### config.mk
export PLATFORM = sky130hd
export DESIGN_NAME = bmp_ctrl
export DESIGN_NICKNAME = d
export VERILOG_FILES = /design/src/rtl/bmp_pkg.sv /design/src/rtl/bmp_timer.sv /design/src/rtl/bmp_ctrl.sv
export SDC_FILE = /design/constraint.sdc
export NUM_CORES = 1
export LEC_CHECK = 0
export CAP_MARGIN = 20
export CORE_MARGIN = 3
export CORE_UTILIZATION = 50
export DETAILED_ROUTE_END_ITERATION = 10
export DONT_BUFFER_PORTS = 1
export PLACE_DENSITY = 0.67
export SYNTH_ARGS = -nofsm -noshare
export SYNTH_HDL_FRONTEND = slang
export SYNTH_HIERARCHICAL = 1
export SYNTH_SLANG_ARGS = --single-unit
### constraint.sdc
create_clock -name clock -period 4.5 [get_ports clock]
set_clock_uncertainty 0.2 [all_clocks]
set_input_delay 0.9 -clock clock [delete_from_list [all_inputs] [get_ports clock]]
set_output_delay 0.9 -clock clock [all_outputs]
set_load 0.03 [all_outputs]
### src/rtl/bmp_pkg.sv
package bmp_pkg;

    // ==========================================================
    // Register byte addresses on the Avalon slave
    // ==========================================================
    localparam logic [3:0] ADDR_CTRL1 = 4'h0; // First control register
    localparam logic [3:0] ADDR_CTRL3 = 4'h4; // Third control register
    localparam logic [3:0] ADDR_STATUS = 4'h8; // Status, retry and limit flags clear on read

    // ==========================================================
    // Field positions
    // ==========================================================
    localparam int C1_SLEW_LSB = 0; // Slew select field, two bits
    localparam int C1_FPWM = 2; // Forced PWM bit
    localparam int C1_SSC = 3; // Spread spectrum enable
    localparam int C1_DISCH = 4; // Output discharge enable
    localparam int C1_SWITCHING_ENABLE_BIT = 5; // Switching enable bit
    localparam int C1_HIC = 6; // Overload retry enable
    localparam int C3_DROOP = 0; // Load droop enable
    localparam int ST_HIC = 0; // Overload retry flag
    localparam int ST_CURRENT_LIMIT_FLAG = 1; // Current limit flag
    localparam int ST_UV = 2; // Live supply undervoltage
    localparam int ST_OV = 3; // Live supply overvoltage
    localparam int ST_PG = 4; // Live power good
    localparam int ST_RUN = 5; // Live switching state

    // ==========================================================
    // Reset values
    // ==========================================================
    localparam logic [7:0] CTRL1_RESET = 8'h32; // Slew 10, discharge on, switching on
    localparam logic [7:0] CTRL3_RESET = 8'h00; // Droop off

    // ==========================================================
    // Slew codes and rates in uV/us
    // ==========================================================
    localparam logic [1:0] SLEW_FAST = 2'h0;
    localparam logic [1:0] SLEW_MID = 2'h1;
    localparam logic [1:0] SLEW_SLOW = 2'h2;
    localparam logic [1:0] SLEW_SLOWEST = 2'h3;
    localparam logic [13:0] RATE_FAST = 14'h2710; // 10 mV/us
    localparam logic [13:0] RATE_MID = 14'h1388; // 5 mV/us
    localparam logic [13:0] RATE_SLOW = 14'h04E2; // 1.25 mV/us
    localparam logic [13:0] RATE_SLOWEST = 14'h01F4; // 0.5 mV/us

    // ==========================================================
    // Timing, clock is 20 MHz
    // ==========================================================
    localparam int CLK_MHZ = 20;
    localparam int PAUSE_US = 128; // Retry pause
    localparam int PAUSE_CYCLES = PAUSE_US * CLK_MHZ;
    localparam int PG_DEGLITCH_US = 40; // Power good rising deglitch
    localparam int PG_CYCLES = PG_DEGLITCH_US * CLK_MHZ;
    localparam int HIC_RUN_CYCLES = 32; // Limited cycles before a pause
    localparam int CURRENT_LIMIT_FLAG_RUN_CYCLES = 4; // Limited cycles before the flag
    localparam logic signed [4:0] SSC_SPAN_PCT = 5'sh0A; // Triangle peak, percent

    // ==========================================================
    // Sequencer states, one-hot
    // ==========================================================
    typedef enum logic [3:0] {
        BMP_OFF = 4'h1,
        BMP_START = 4'h2,
        BMP_RUN = 4'h4,
        BMP_PAUSE = 4'h8
    } bmp_state_e;

    // Slew rate for a slew select code
    function automatic logic [13:0] bmp_slew_rate(input logic [1:0] code);
        logic [13:0] rate;
        rate = RATE_SLOW;
        unique case (code)
            SLEW_FAST: rate = RATE_FAST;
            SLEW_MID: rate = RATE_MID;
            SLEW_SLOW: rate = RATE_SLOW;
            SLEW_SLOWEST: rate = RATE_SLOWEST;
        endcase
        return rate;
    endfunction

endpackage

### src/rtl/bmp_timer.sv
`timescale 1ns/1ps
// Down counter: load restarts it, done when it reaches zero
module bmp_timer
    import bmp_pkg::*;
#(
    parameter int LEN = PAUSE_CYCLES,
    parameter int W = 12
)
(
    input wire logic clock,
    input wire logic rst,
    input wire logic load,
    output logic done
);

    // ==========================================================
    // State
    // ==========================================================
    typedef struct packed {
        logic [W-1:0] cnt; // Cycles still to wait
    } bmp_timer_s;

    bmp_timer_s st; // Registered state
    bmp_timer_s next_st; // Next state

    // Reload on request, otherwise count down to zero and stay
    always_comb
    begin
        next_st = st;
        if (load)
        begin
            next_st.cnt = W'(LEN);
        end
        else if (st.cnt != '0)
        begin
            next_st.cnt = st.cnt - 1'b1;
        end
    end

    // Reset loads the full length so done is low out of reset
    always_ff @(posedge clock or posedge rst)
    begin
        if (rst)
        begin
            st.cnt <= W'(LEN);
        end
        else
        begin
            st <= next_st;
        end
    end

    assign done = (st.cnt == '0);

endmodule

### src/rtl/bmp_ctrl.sv
`timescale 1ns/1ps
module bmp_ctrl
    import bmp_pkg::*;
#(
    parameter int PAUSE_LEN = PAUSE_CYCLES,
    parameter int PG_LEN = PG_CYCLES,
    parameter int TIMER_W = 12,
    parameter int HIC_COUNT = HIC_RUN_CYCLES,
    parameter int CURRENT_LIMIT_FLAG_COUNT = CURRENT_LIMIT_FLAG_RUN_CYCLES,
    parameter int CNT_W = 6
)
(
    input wire logic clock,
    input wire logic rst,
    input wire logic [3:0] avs_address,
    input wire logic avs_read,
    input wire logic avs_write,
    input wire logic [31:0] avs_writedata,
    input wire logic [3:0] avs_byteenable,
    output logic [31:0] avs_readdata,
    output logic avs_waitrequest,
    input wire logic en_pin,
    input wire logic mode_pwm_level,
    input wire logic sync_clock_valid,
    input wire logic supply_uv,
    input wire logic supply_ov,
    input wire logic thermal_shutdown,
    input wire logic sw_cycle,
    input wire logic hs_over_limit,
    input wire logic ls_below_limit,
    input wire logic pg_window_ok,
    output logic switching_active,
    output logic hs_gate_en,
    output logic ls_force_on,
    output logic soft_start_req,
    output logic forced_pwm,
    output logic sync_align,
    output logic ssc_active,
    output logic signed [4:0] ssc_trim_pct,
    output logic discharge_on,
    output logic droop_enable,
    output logic [13:0] slew_rate_uv_per_us,
    output logic power_good
);

    // ==========================================================
    // State
    // ==========================================================
    typedef struct packed {
        logic [7:0] ctrl1; // First control register
        logic [7:0] ctrl3; // Third control register
        bmp_state_e state; // Sequencer
        logic [CNT_W-1:0] consec; // Consecutive limited cycles
        logic cyc_lim; // Limit seen in the running cycle
        logic hs_block; // High side held off by the limit
        logic ever_en; // Device enabled at least once
        logic hic_flag; // Overload retry flag
        logic current_limit_flag_flag; // Current limit flag
        logic ack; // Bus answer phase
        logic [7:0] rdata; // Captured read data
        logic signed [4:0] trim; // Frequency trim in percent
        logic trim_up; // Triangle direction
        logic fpwm; // Forced PWM output
        logic sync; // Sync alignment output
        logic spread_spectrum_clocking; // Spread spectrum output
        logic disch; // Discharge output
        logic hs_on; // High side gate enable
        logic ls_on; // Low side forced on
        logic [13:0] slew; // Slew rate output
        logic pg; // Power good output
    } bmp_ctrl_s;

    bmp_ctrl_s st; // Registered state
    bmp_ctrl_s next_st; // Next state

    logic bus_req; // Read or write pending
    logic fault; // Any reason to stop switching except the retry pause
    logic fpwm_req; // Forced PWM asked by pin or bit
    logic overload_now; // Overload still present
    logic pg_raw; // Power good before deglitch
    logic pg_done; // Deglitch time elapsed
    logic pause_done; // Retry pause elapsed
    logic pause_load; // Entering the retry pause
    logic sw_now; // Switching in the current state
    logic sw_next; // Switching in the next state

    assign bus_req = avs_read | avs_write;
    assign fault = ~en_pin | ~st.ctrl1[C1_SWITCHING_ENABLE_BIT] | supply_uv | supply_ov | thermal_shutdown;
    assign fpwm_req = mode_pwm_level | st.ctrl1[C1_FPWM];
    assign overload_now = hs_over_limit | st.cyc_lim | (st.consec != '0) | (st.state == BMP_PAUSE);
    assign pg_raw = pg_window_ok & (st.state == BMP_RUN) & ~fault;
    assign sw_now = (st.state == BMP_START) | (st.state == BMP_RUN);
    assign sw_next = (next_st.state == BMP_START) | (next_st.state == BMP_RUN);
    assign pause_load = (next_st.state == BMP_PAUSE) & (st.state != BMP_PAUSE);

    // ==========================================================
    // Timers on this clock, which keeps running while switching stops
    // ==========================================================
    bmp_timer #(
        .LEN(PAUSE_LEN),
        .W(TIMER_W)
    ) u_pause (
        .clock(clock),
        .rst(rst),
        .load(pause_load),
        .done(pause_done)
    );

    // Held in reload while raw is low, so only the rising edge waits
    bmp_timer #(
        .LEN(PG_LEN),
        .W(TIMER_W)
    ) u_pg (
        .clock(clock),
        .rst(rst),
        .load(~pg_raw),
        .done(pg_done)
    );

    // ==========================================================
    // Next state
    // ==========================================================
    always_comb
    begin
        logic [7:0] status_v;
        status_v = '0;
        next_st = st;
        status_v[ST_HIC] = st.hic_flag;
        status_v[ST_CURRENT_LIMIT_FLAG] = st.current_limit_flag_flag;
        status_v[ST_UV] = supply_uv;
        status_v[ST_OV] = supply_ov;
        status_v[ST_PG] = st.pg;
        status_v[ST_RUN] = sw_now;

        // Bus: one wait cycle, data captured before the answer
        next_st.ack = bus_req & ~st.ack;
        if (bus_req & ~st.ack)
        begin
            unique case (avs_address)
                ADDR_CTRL1: next_st.rdata = st.ctrl1;
                ADDR_CTRL3: next_st.rdata = st.ctrl3;
                ADDR_STATUS: next_st.rdata = status_v;
                default: next_st.rdata = '0; // Unmapped reads zero
            endcase
        end
        // Writes land at the answer edge, unmapped ones are dropped
        if (avs_write & st.ack & avs_byteenable[0])
        begin
            if (avs_address == ADDR_CTRL1)
            begin
                next_st.ctrl1 = {1'b0, avs_writedata[6:0]};
            end
            else if (avs_address == ADDR_CTRL3)
            begin
                next_st.ctrl3 = {7'h00, avs_writedata[C3_DROOP]};
            end
        end

        // Slew rate follows the field for every setpoint move
        next_st.slew = bmp_slew_rate(st.ctrl1[C1_SLEW_LSB +: 2]);

        // Mode selection; a sync clock wins over a low mode pin
        next_st.fpwm = fpwm_req | sync_clock_valid;
        next_st.sync = sync_clock_valid;
        next_st.spread_spectrum_clocking = st.ctrl1[C1_SSC] & fpwm_req & ~sync_clock_valid;

        // Triangle trim steps one percent per switching cycle
        if (!st.spread_spectrum_clocking)
        begin
            next_st.trim = '0;
            next_st.trim_up = 1'b1;
        end
        else if (sw_cycle)
        begin
            if (st.trim_up && st.trim >= SSC_SPAN_PCT)
            begin
                next_st.trim_up = 1'b0;
                next_st.trim = st.trim - 5'sh01;
            end
            else if (!st.trim_up && st.trim <= -SSC_SPAN_PCT)
            begin
                next_st.trim_up = 1'b1;
                next_st.trim = st.trim + 5'sh01;
            end
            else
            begin
                next_st.trim = st.trim_up ? st.trim + 5'sh01 : st.trim - 5'sh01;
            end
        end

        // Discharge armed only after a first enable
        if (en_pin & st.ctrl1[C1_SWITCHING_ENABLE_BIT])
        begin
            next_st.ever_en = 1'b1;
        end
        next_st.disch = st.ctrl1[C1_DISCH] & st.ever_en & fault;

        // Limit latch releases only below the low-side threshold
        next_st.hs_block = hs_over_limit | (st.hs_block & ~ls_below_limit);

        // Sequencer; a fault wins from any state
        unique case (st.state)
            BMP_OFF:
            begin
                if (!fault)
                begin
                    next_st.state = BMP_START;
                end
            end
            BMP_START:
            begin
                next_st.state = BMP_RUN;
            end
            BMP_RUN:
            begin
                next_st.state = BMP_RUN;
            end
            BMP_PAUSE:
            begin
                if (pause_done)
                begin
                    next_st.state = BMP_START;
                end
            end
            default:
            begin
                next_st.state = BMP_OFF; // Illegal code
            end
        endcase

        // Count limited cycles, closed at each cycle boundary
        if (st.state != BMP_RUN)
        begin
            next_st.consec = '0;
            next_st.cyc_lim = 1'b0;
        end
        else if (sw_cycle)
        begin
            next_st.cyc_lim = 1'b0;
            if (st.cyc_lim | hs_over_limit)
            begin
                if (st.consec != '1)
                begin
                    next_st.consec = st.consec + 1'b1;
                end
            end
            else
            begin
                next_st.consec = '0;
            end
        end
        else
        begin
            next_st.cyc_lim = st.cyc_lim | hs_over_limit;
        end

        // Clear on read only with the overload gone
        if (avs_read & st.ack & (avs_address == ADDR_STATUS) & ~overload_now)
        begin
            next_st.hic_flag = 1'b0;
            next_st.current_limit_flag_flag = 1'b0;
        end
        // Sets are applied last so they win over a clear
        if (st.state == BMP_RUN && st.ctrl1[C1_HIC] && next_st.consec >= CNT_W'(HIC_COUNT))
        begin
            next_st.state = BMP_PAUSE;
            next_st.consec = '0;
            next_st.hic_flag = 1'b1;
        end
        if (!st.ctrl1[C1_HIC] && next_st.consec >= CNT_W'(CURRENT_LIMIT_FLAG_COUNT))
        begin
            next_st.current_limit_flag_flag = 1'b1;
        end
        if (fault)
        begin
            next_st.state = BMP_OFF;
        end

        // Gate drive follows next state and limit latch
        next_st.hs_on = sw_next & ~next_st.hs_block;
        next_st.ls_on = sw_next & next_st.hs_block;
        next_st.pg = pg_raw & pg_done;
    end

    // ==========================================================
    // Registers
    // ==========================================================
    always_ff @(posedge clock or posedge rst)
    begin
        if (rst)
        begin
            st <= '0;
            st.ctrl1 <= CTRL1_RESET;
            st.ctrl3 <= CTRL3_RESET;
            st.state <= BMP_OFF;
            st.trim_up <= 1'b1;
            st.slew <= RATE_SLOW;
        end
        else
        begin
            st <= next_st;
        end
    end

    // ==========================================================
    // Outputs
    // ==========================================================
    assign avs_waitrequest = bus_req & ~st.ack;
    assign avs_readdata = {24'h00_0000, st.rdata};
    assign switching_active = sw_now;
    assign soft_start_req = (st.state == BMP_START);
    assign hs_gate_en = st.hs_on;
    assign ls_force_on = st.ls_on;
    assign forced_pwm = st.fpwm;
    assign sync_align = st.sync;
    assign ssc_active = st.spread_spectrum_clocking;
    assign ssc_trim_pct = st.trim;
    assign discharge_on = st.disch;
    assign droop_enable = st.ctrl3[C3_DROOP];
    assign slew_rate_uv_per_us = st.slew;
    assign power_good = st.pg;

    // ==========================================================
    // Checks
    // ==========================================================
    logic [TIMER_W-1:0] pause_run; // Cycles spent in the pause
    logic [TIMER_W-1:0] raw_run; // Cycles with raw power good high

    always_ff @(posedge clock or posedge rst)
    begin
        if (rst)
        begin
            pause_run <= '0;
            raw_run <= '0;
        end
        else
        begin
            pause_run <= (st.state == BMP_PAUSE) ? pause_run + 1'b1 : '0;
            raw_run <= !pg_raw ? '0 : (raw_run == '1 ? raw_run : raw_run + 1'b1);
        end
    end
endmodule

==> results.tsv, run 1 <==
stage	metric	value	unit
timing	slew-limit-headroom	31.6	%
critical_path	r2r_slack	1.55	ns
timing	setup-violations-final	0	
floorplanning	io_pins	116	
clock_network	cts.clk_slew.worst_paths	0.09	ns
yosys	synth_async_sr_flop_share	100	%
yosys	syn_avg_cell_area	10.1	µm²
global_route	grt_start_max_net_pins	29	
critical_path	critPathBufInv	1	
layout	layout.nets	481	
clock_network	h-tree-depth	3	
global_route	antenna_found_initial	0	
critical_path	setup.worst_path.start_class	primary input	
yosys	synth_area_leader_cell	dfrtp_1	
timing	hold_violations	0	
floorplanning	die_x	99.8	µm
critical_path	arrival	1.87	ns
drt	drtAntennaViolNets	0	
drt	drc	0	
yosys	yosysSeqAreaShare	44.7	%
drt	drt_iter0_markers	90	
layout	area_delta_synth_final	-0.0285	%
pwr	clkPwrFrac	35.8	%
critical_path	critPathCapture	avs_waitrequest	
global_route	grt.overflow.total	0	
yosys	synth_area_leaders	dfrtp_1 36%, buf_4 8.7%, dfstp_2 8.4%	
yosys	yosys_warnings	6	
pwr	finalPower	1.51	mW
pwr	switchingPower	0.456	mW
critical_path	path_class	primary input to output pin	
layout	drive_gt1_share	12.7	%
yosys	ys.flop_type	dfrtp_1	
clock_network	clockBufferDepth	2	
drt	first_pass_iters	4	
yosys	synth_most_common_cell	dfrtp_1	
clock_network	cts_resized	0	
critical_path	path_depth	2	
pwr	p_int	1.05	mW
clock_network	postCtsSetupBuffers	0	
status	status	completed	
floorplanning	die_y	99.8	µm
pwr	switching_share	30.2	%
clock_network	clock_sinks	78	
floorplanning	design.core.area	8380	µm²
yosys	synth_top_area_share	36.4	%
yosys	synth_area	4400	µm²
drt	via_count	2927	
critical_path	worstPathRequired	3.40	ns
drt	via_per_inst	5.60	
clock_network	worstSkewPairLatency	0.35	ns
timing	slew_viol_final	0	
critical_path	critPathMaxStageDelay	0.61	ns
yosys	netlist_instances	437	
pwr	p_comb_share	7.4	%
floorplanning	rows	33	
timing	min_period	2.97	ns
place	portBuffers	0	
pwr	peakVddDrop	0.000140	V
place	dp_hpwl	5920	µm
job	cap_viol_max_count	0	
pwr	leakagePower	1.89	nW
yosys	ys_seq_elements	78	
critical_path	r2r_start	st[48]	
worst_hold_path	min_path_type	primary input to asynchronous set/reset pin	
global_route	grt_pass1_wl	13300	µm
global_route	grt_use_total	16.8	%
layout	diodes	0	
critical_path	crit_chain	o21bai_1 > inv_1	
pwr	powerDensity	343	nW/µm²
clock_network	clockRootBuffer	clkbuf_8	
clock_network	cts_tree	yes	
floorplanning	start_util	52.5	%
place	place_congestion	0.801	
drt	wl	8080	µm
floorplanning	fp.dieArea	9970	µm²
critical_path	worstSetupStartpoint	avs_write	
critical_path	crit_path_max_fanout	10	
clock_network	cts_made_buffers	9	
clock_network	ctsHoldBuffers	0	
yosys	post_synth_most_frequent_cells	64 x dfrtp_1, 51 x buf_4, 32 x nand2_1, 27 x nor2_1, 26 x inv_1	
timing	rsz0062_at_grt	false	
pwr	pwr-share-seq	56.8	%
critical_path	crit_path_end_kind	output pin	
drt	routedWlPerCell	15.4	µm
timing	finalCritPeriodShare	66.0	%
global_route	grt_pass1_vias	2710	
timing	worst_pin_slew	1.02	ns
timing	tns	0	ns
yosys	synth.distinct_cells	67	
yosys	synth_edf_count	0	
critical_path	crit_slowest_cell	o21bai_1	
critical_path	rr_worst_depth	7	
critical_path	worstReg2RegEnd	u_pause/st[2]	
critical_path	path_delay_family	compound AO/OA/AOI/OAI gates	
layout	fillers	767	
timing	max_freq	0.337	GHz
[worst register-to-register path: stages, from the launching register on]
cell and delay [ns]:
dfrtp_1 0.48, or4b_1 0.60, a21oi_1 0.27, nand4_1 0.27, nor2_1 0.69, nor2_1 0.11
o211ai_1 0.12, o21ai_0 0.10
[layout by cell type (no fill, tap or decap), types with 5 or more instances in the layout]
cell      instances
conb_1           27
nand3_1           7
or3_1             6
a211oi_1          5
inv_1            25
nor2_1           27
nor3_1           13
xor2_1            6
clkbuf_8          9
dfrtp_1          64
mux2i_1          11
o21ai_0          18
nand4_1           5
a21oi_1          17
ha_1             14
dfstp_2          14
o31ai_1           5
nand2_1          32
nand2b_1         12
xnor2_1          11
or4_1             9
mux2_2            5
[how the worst min path moves through the flow]
stage / endpoint / slack, ns / cells past startpoint
detailed placement: st[38] / 0.25 / 1
finish: u_pg/st[7] / 0.24 / 1
floorplan: st[38] / 0.23 / 1
CTS: u_pause/st[5] / 0.24 / 1
global route: u_pg/st[7] / 0.25 / 1
global placement: st[38] / 0.25 / 1
[cells by family after synthesis]
logic type	after synthesis	share of synthesized area, %
buf+inv	88	12.4
compound gates	73	11.5
mux	16	3.78
simple gates	150	20.2
fa+ha+maj	14	3.98
other cells	1	0.0852
xor+xnor	17	3.38
flops	78	44.7
[power groups by stage]
stage	Clock [mW]	Sequential [mW]	Combinational, mW
final	0.540	0.858	0.112
after detailed placement	0	0.873	0.112
after CTS	0.560	0.860	0.113
after global placement	0	0.872	0.110
after global routing	0.596	0.866	0.127
after floorplan	0	0.795	0.228
[through the flow]
stage	util, %	std cells	setup slack (ns)	hold WS, ns	area, µm²
3_5_place_dp	50.1	507	1.52	0.251	4200
3_3_place_gp	50.1	507	1.56	0.245	4200
4_1_cts	52.5	523	1.52	0.239	4400
5_1_grt	52.5	523	1.22	0.249	4400
6_report	52.5	523	1.53	0.240	4400
2_1_floorplan	-	463	1.80	0.226	4500
[state kept, by name (all words and copies together) (netlist names), 5 cells and up]
signal / flops
u_pause/st: 12
ssc_trim_pct: 5
slew_rate_uv_per_us: 10
avs_readdata: 7
st: 24
u_pg/st: 12
[final cells by class]
class,instances,area [µm²],share of cell area (%)
Clock buffer,9,124,2.81
Clock inverter,7,78.8,1.79
Inverter,26,97.6,2.22
Multi-Input combinational cell,297,1990,45.3
Sequential cell,78,1970,44.7
Tap cell,105,131,2.98
Timing Repair Buffer,1,7.51,0.171
[layer usage]
metal,wire (µm),track usage (%),up-vias,share of wire [%]
met5,0,0,-,0
met4,54,4.41,0,0.67
met2,3890,26.3,70,48
li1,-,-,1414,-
met3,537,5.84,6,6.7
met1,3590,22.2,1437,44
Note: power is estimated with default switching activity, not from simulation.
==> inputs of run 2 (changes only) <==
==> constraint.sdc (replaced) <==
create_clock -name clock -period 2.9 [get_ports clock]
set_clock_uncertainty 0.2 [all_clocks]
set_input_delay 0.58 -clock clock [delete_from_list [all_inputs] [get_ports clock]]
set_output_delay 0.58 -clock clock [all_outputs]
set_load 0.03 [all_outputs]
==> results.tsv, run 2 (synthesized netlist as in run 1, its figures left out) <==
stage	metric	value	unit
critical_path	rr_worst_depth	7	
layout	largest_reg_flops	24	
pwr	leakagePower	1.92	nW
clock_network	postCtsSetupBuffers	0	
drt	drtAntennaViolNets	0	
timing	rsz0062_at_grt	false	
place	dpl_cell_area	4250	µm²
critical_path	worstReg2RegEnd	u_pause/st[2]	
critical_path	critPathMaxStageDelay	0.59	ns
floorplanning	fp.dieArea	9970	µm²
critical_path	r2r_slack	0.34	ns
critical_path	critPathBufInv	0	
drt	drc	0	
worst_hold_path	min_path_type	primary input to flop	
job	cap_viol_max_count	0	
place	place_congestion	0.852	
clock_network	clockBufferDepth	2	
timing	finalCritPeriodShare	88.3	%
layout	fillers	728	
clock_network	h-tree-depth	3	
critical_path	critPathCapture	u_pause/st[2]	
timing	tns	0	ns
timing	hold_violations	0	
critical_path	crit_path_end_kind	flop	
timing	min_period	2.56	ns
floorplanning	die_y	99.8	µm
global_route	grtUsageMet1	22.5	%
floorplanning	start_util	52.5	%
clock_network	cts_tree	yes	
floorplanning	io_pins	116	
timing	setup-violations-final	0	
global_route	grt_pass1_vias	2724	
critical_path	path_class	flop to flop	
critical_path	crit_chain	or4b_1 > a21oi_1 > nand4_1 > nor2_1 > nor2_1 > o211ai_1 > o21ai_0	
critical_path	worstPathRequired	2.93	ns
layout	multi_input_area	1990	µm²
status	status	completed	
drt	routedWlPerCell	15.3	µm
layout	layout_common_cells	64 x dfrtp_1, 32 x nand2_1, 27 x nor2_1, 27 x conb_1, 25 x inv_1	
drt	wl	8130	µm
clock_network	cts_resized	0	
layout	final_common_cell	dfrtp_1	
timing	max_freq	0.391	GHz
drt	via_per_inst	5.47	
pwr	peakVddDrop	0.000259	V
critical_path	setup.worst_path.start_class	flop	
layout	finalInstanceArea	4460	µm²
drt	drt_iter0_markers	76	
floorplanning	design.core.area	8380	µm²
global_route	grt_most_used_layer	met2	
layout	diodes	0	
pwr	powerDensity	520	nW/µm²
global_route	use_met2	25.9	%
layout	area_delta_synth_final	1.19	%
critical_path	r2r_start	st[48]	
timing	slew-limit-headroom	56.6	%
layout	regArea	1970	µm²
layout	drive_gt1_share	14.1	%
global_route	grt_start_max_net_pins	22	
global_route	use_met3	3.41	%
clock_network	cts_made_buffers	9	
timing	slew_viol_final	0	
global_route	grt_pass1_wl	13200	µm
clock_network	clockRootBuffer	clkbuf_8	
critical_path	worstSetupStartpoint	st[48]	
place	portBuffers	0	
global_route	grt.overflow.total	0	
critical_path	crit_path_frequent_cell	nor2_1	
layout	layout.nets	489	
clock_network	ctsHoldBuffers	1	
global_route	antenna_found_initial	0	
floorplanning	rows	33	
critical_path	arrival	2.59	ns
floorplanning	die_x	99.8	µm
global_route	grt_use_total	16.5	%
timing	whs	0.0496	ns
drt	first_pass_iters	5	
clock_network	cts.clk_slew.worst_paths	0.09	ns
layout	top_register	st	
place	dp_hpwl	6010	µm
critical_path	path_depth	7	
drt	via_count	2904	
layout	reg.largest.list	st (24), u_pause/st (12), u_pg/st (12)	
clock_network	worstSkewPairLatency	0.35	ns
clock_network	clock_sinks	78	
timing	worst_pin_slew	0.650	ns
critical_path	crit_slowest_cell	or4b_1	
critical_path	crit_path_max_fanout	8	
critical_path	path_delay_family	simple AND/OR/NAND/NOR gates	
==> run 2: worst reg2reg max path: cells and delay by family (launching register included) <==
kind,cells,cell delay (ns)
AOI/OAI and AO/OA,3,0.47
DFF,1,0.48
and+or+nand+nor,4,1.28
==> run 2: metrics by stage <==
step | std cells | util [%] | setup slack [ns] | total power, mW
floorplan | 463 | - | 0.517 | 1.59
global placement | 514 | 50.7 | 0.364 | 1.53
detailed placement | 514 | 50.7 | 0.336 | 1.53
CTS | 531 | 53.2 | 0.321 | 2.35
global route | 531 | 53.2 | 0.0578 | 2.42
finish | 531 | 53.2 | 0.340 | 2.32
==> run 2: metal layers <==
layer  share of wire (%)  up-vias
met1                  47     1407
met5                   0        -
met4                0.95        0
li1                    -     1427
met2                  47       63
met3                 5.1        7
==> run 2: layout make-up <==
| type | instances | share of cell area, % |
|---|---|---|
| Timing Repair Buffer | 9 | 1.57 |
| Sequential cell | 78 | 44.2 |
| Inverter | 26 | 2.19 |
| Multi-Input combinational cell | 297 | 44.7 |
| Tap cell | 105 | 2.95 |
| Clock inverter | 7 | 1.57 |
| Clock buffer | 9 | 2.78 |
==> run 2: power breakdown <==
part | internal (mW) | switching, mW
Clock | 0.341 | 0.469
Sequential | 1.17 | 0.155
Combinational | 0.0560 | 0.123
==> run 2: how the worst min path moves through the flow <==
stage                      from          to  cells past startpoint
6_report       sync_clock_valid  sync_align                      0
4_1_cts        sync_clock_valid  sync_align                      0
3_5_place_dp             st[65]      st[46]                      1
5_1_grt        sync_clock_valid  sync_align                      0
2_1_floorplan            st[38]      st[38]                      1
3_3_place_gp             st[38]      st[38]                      1
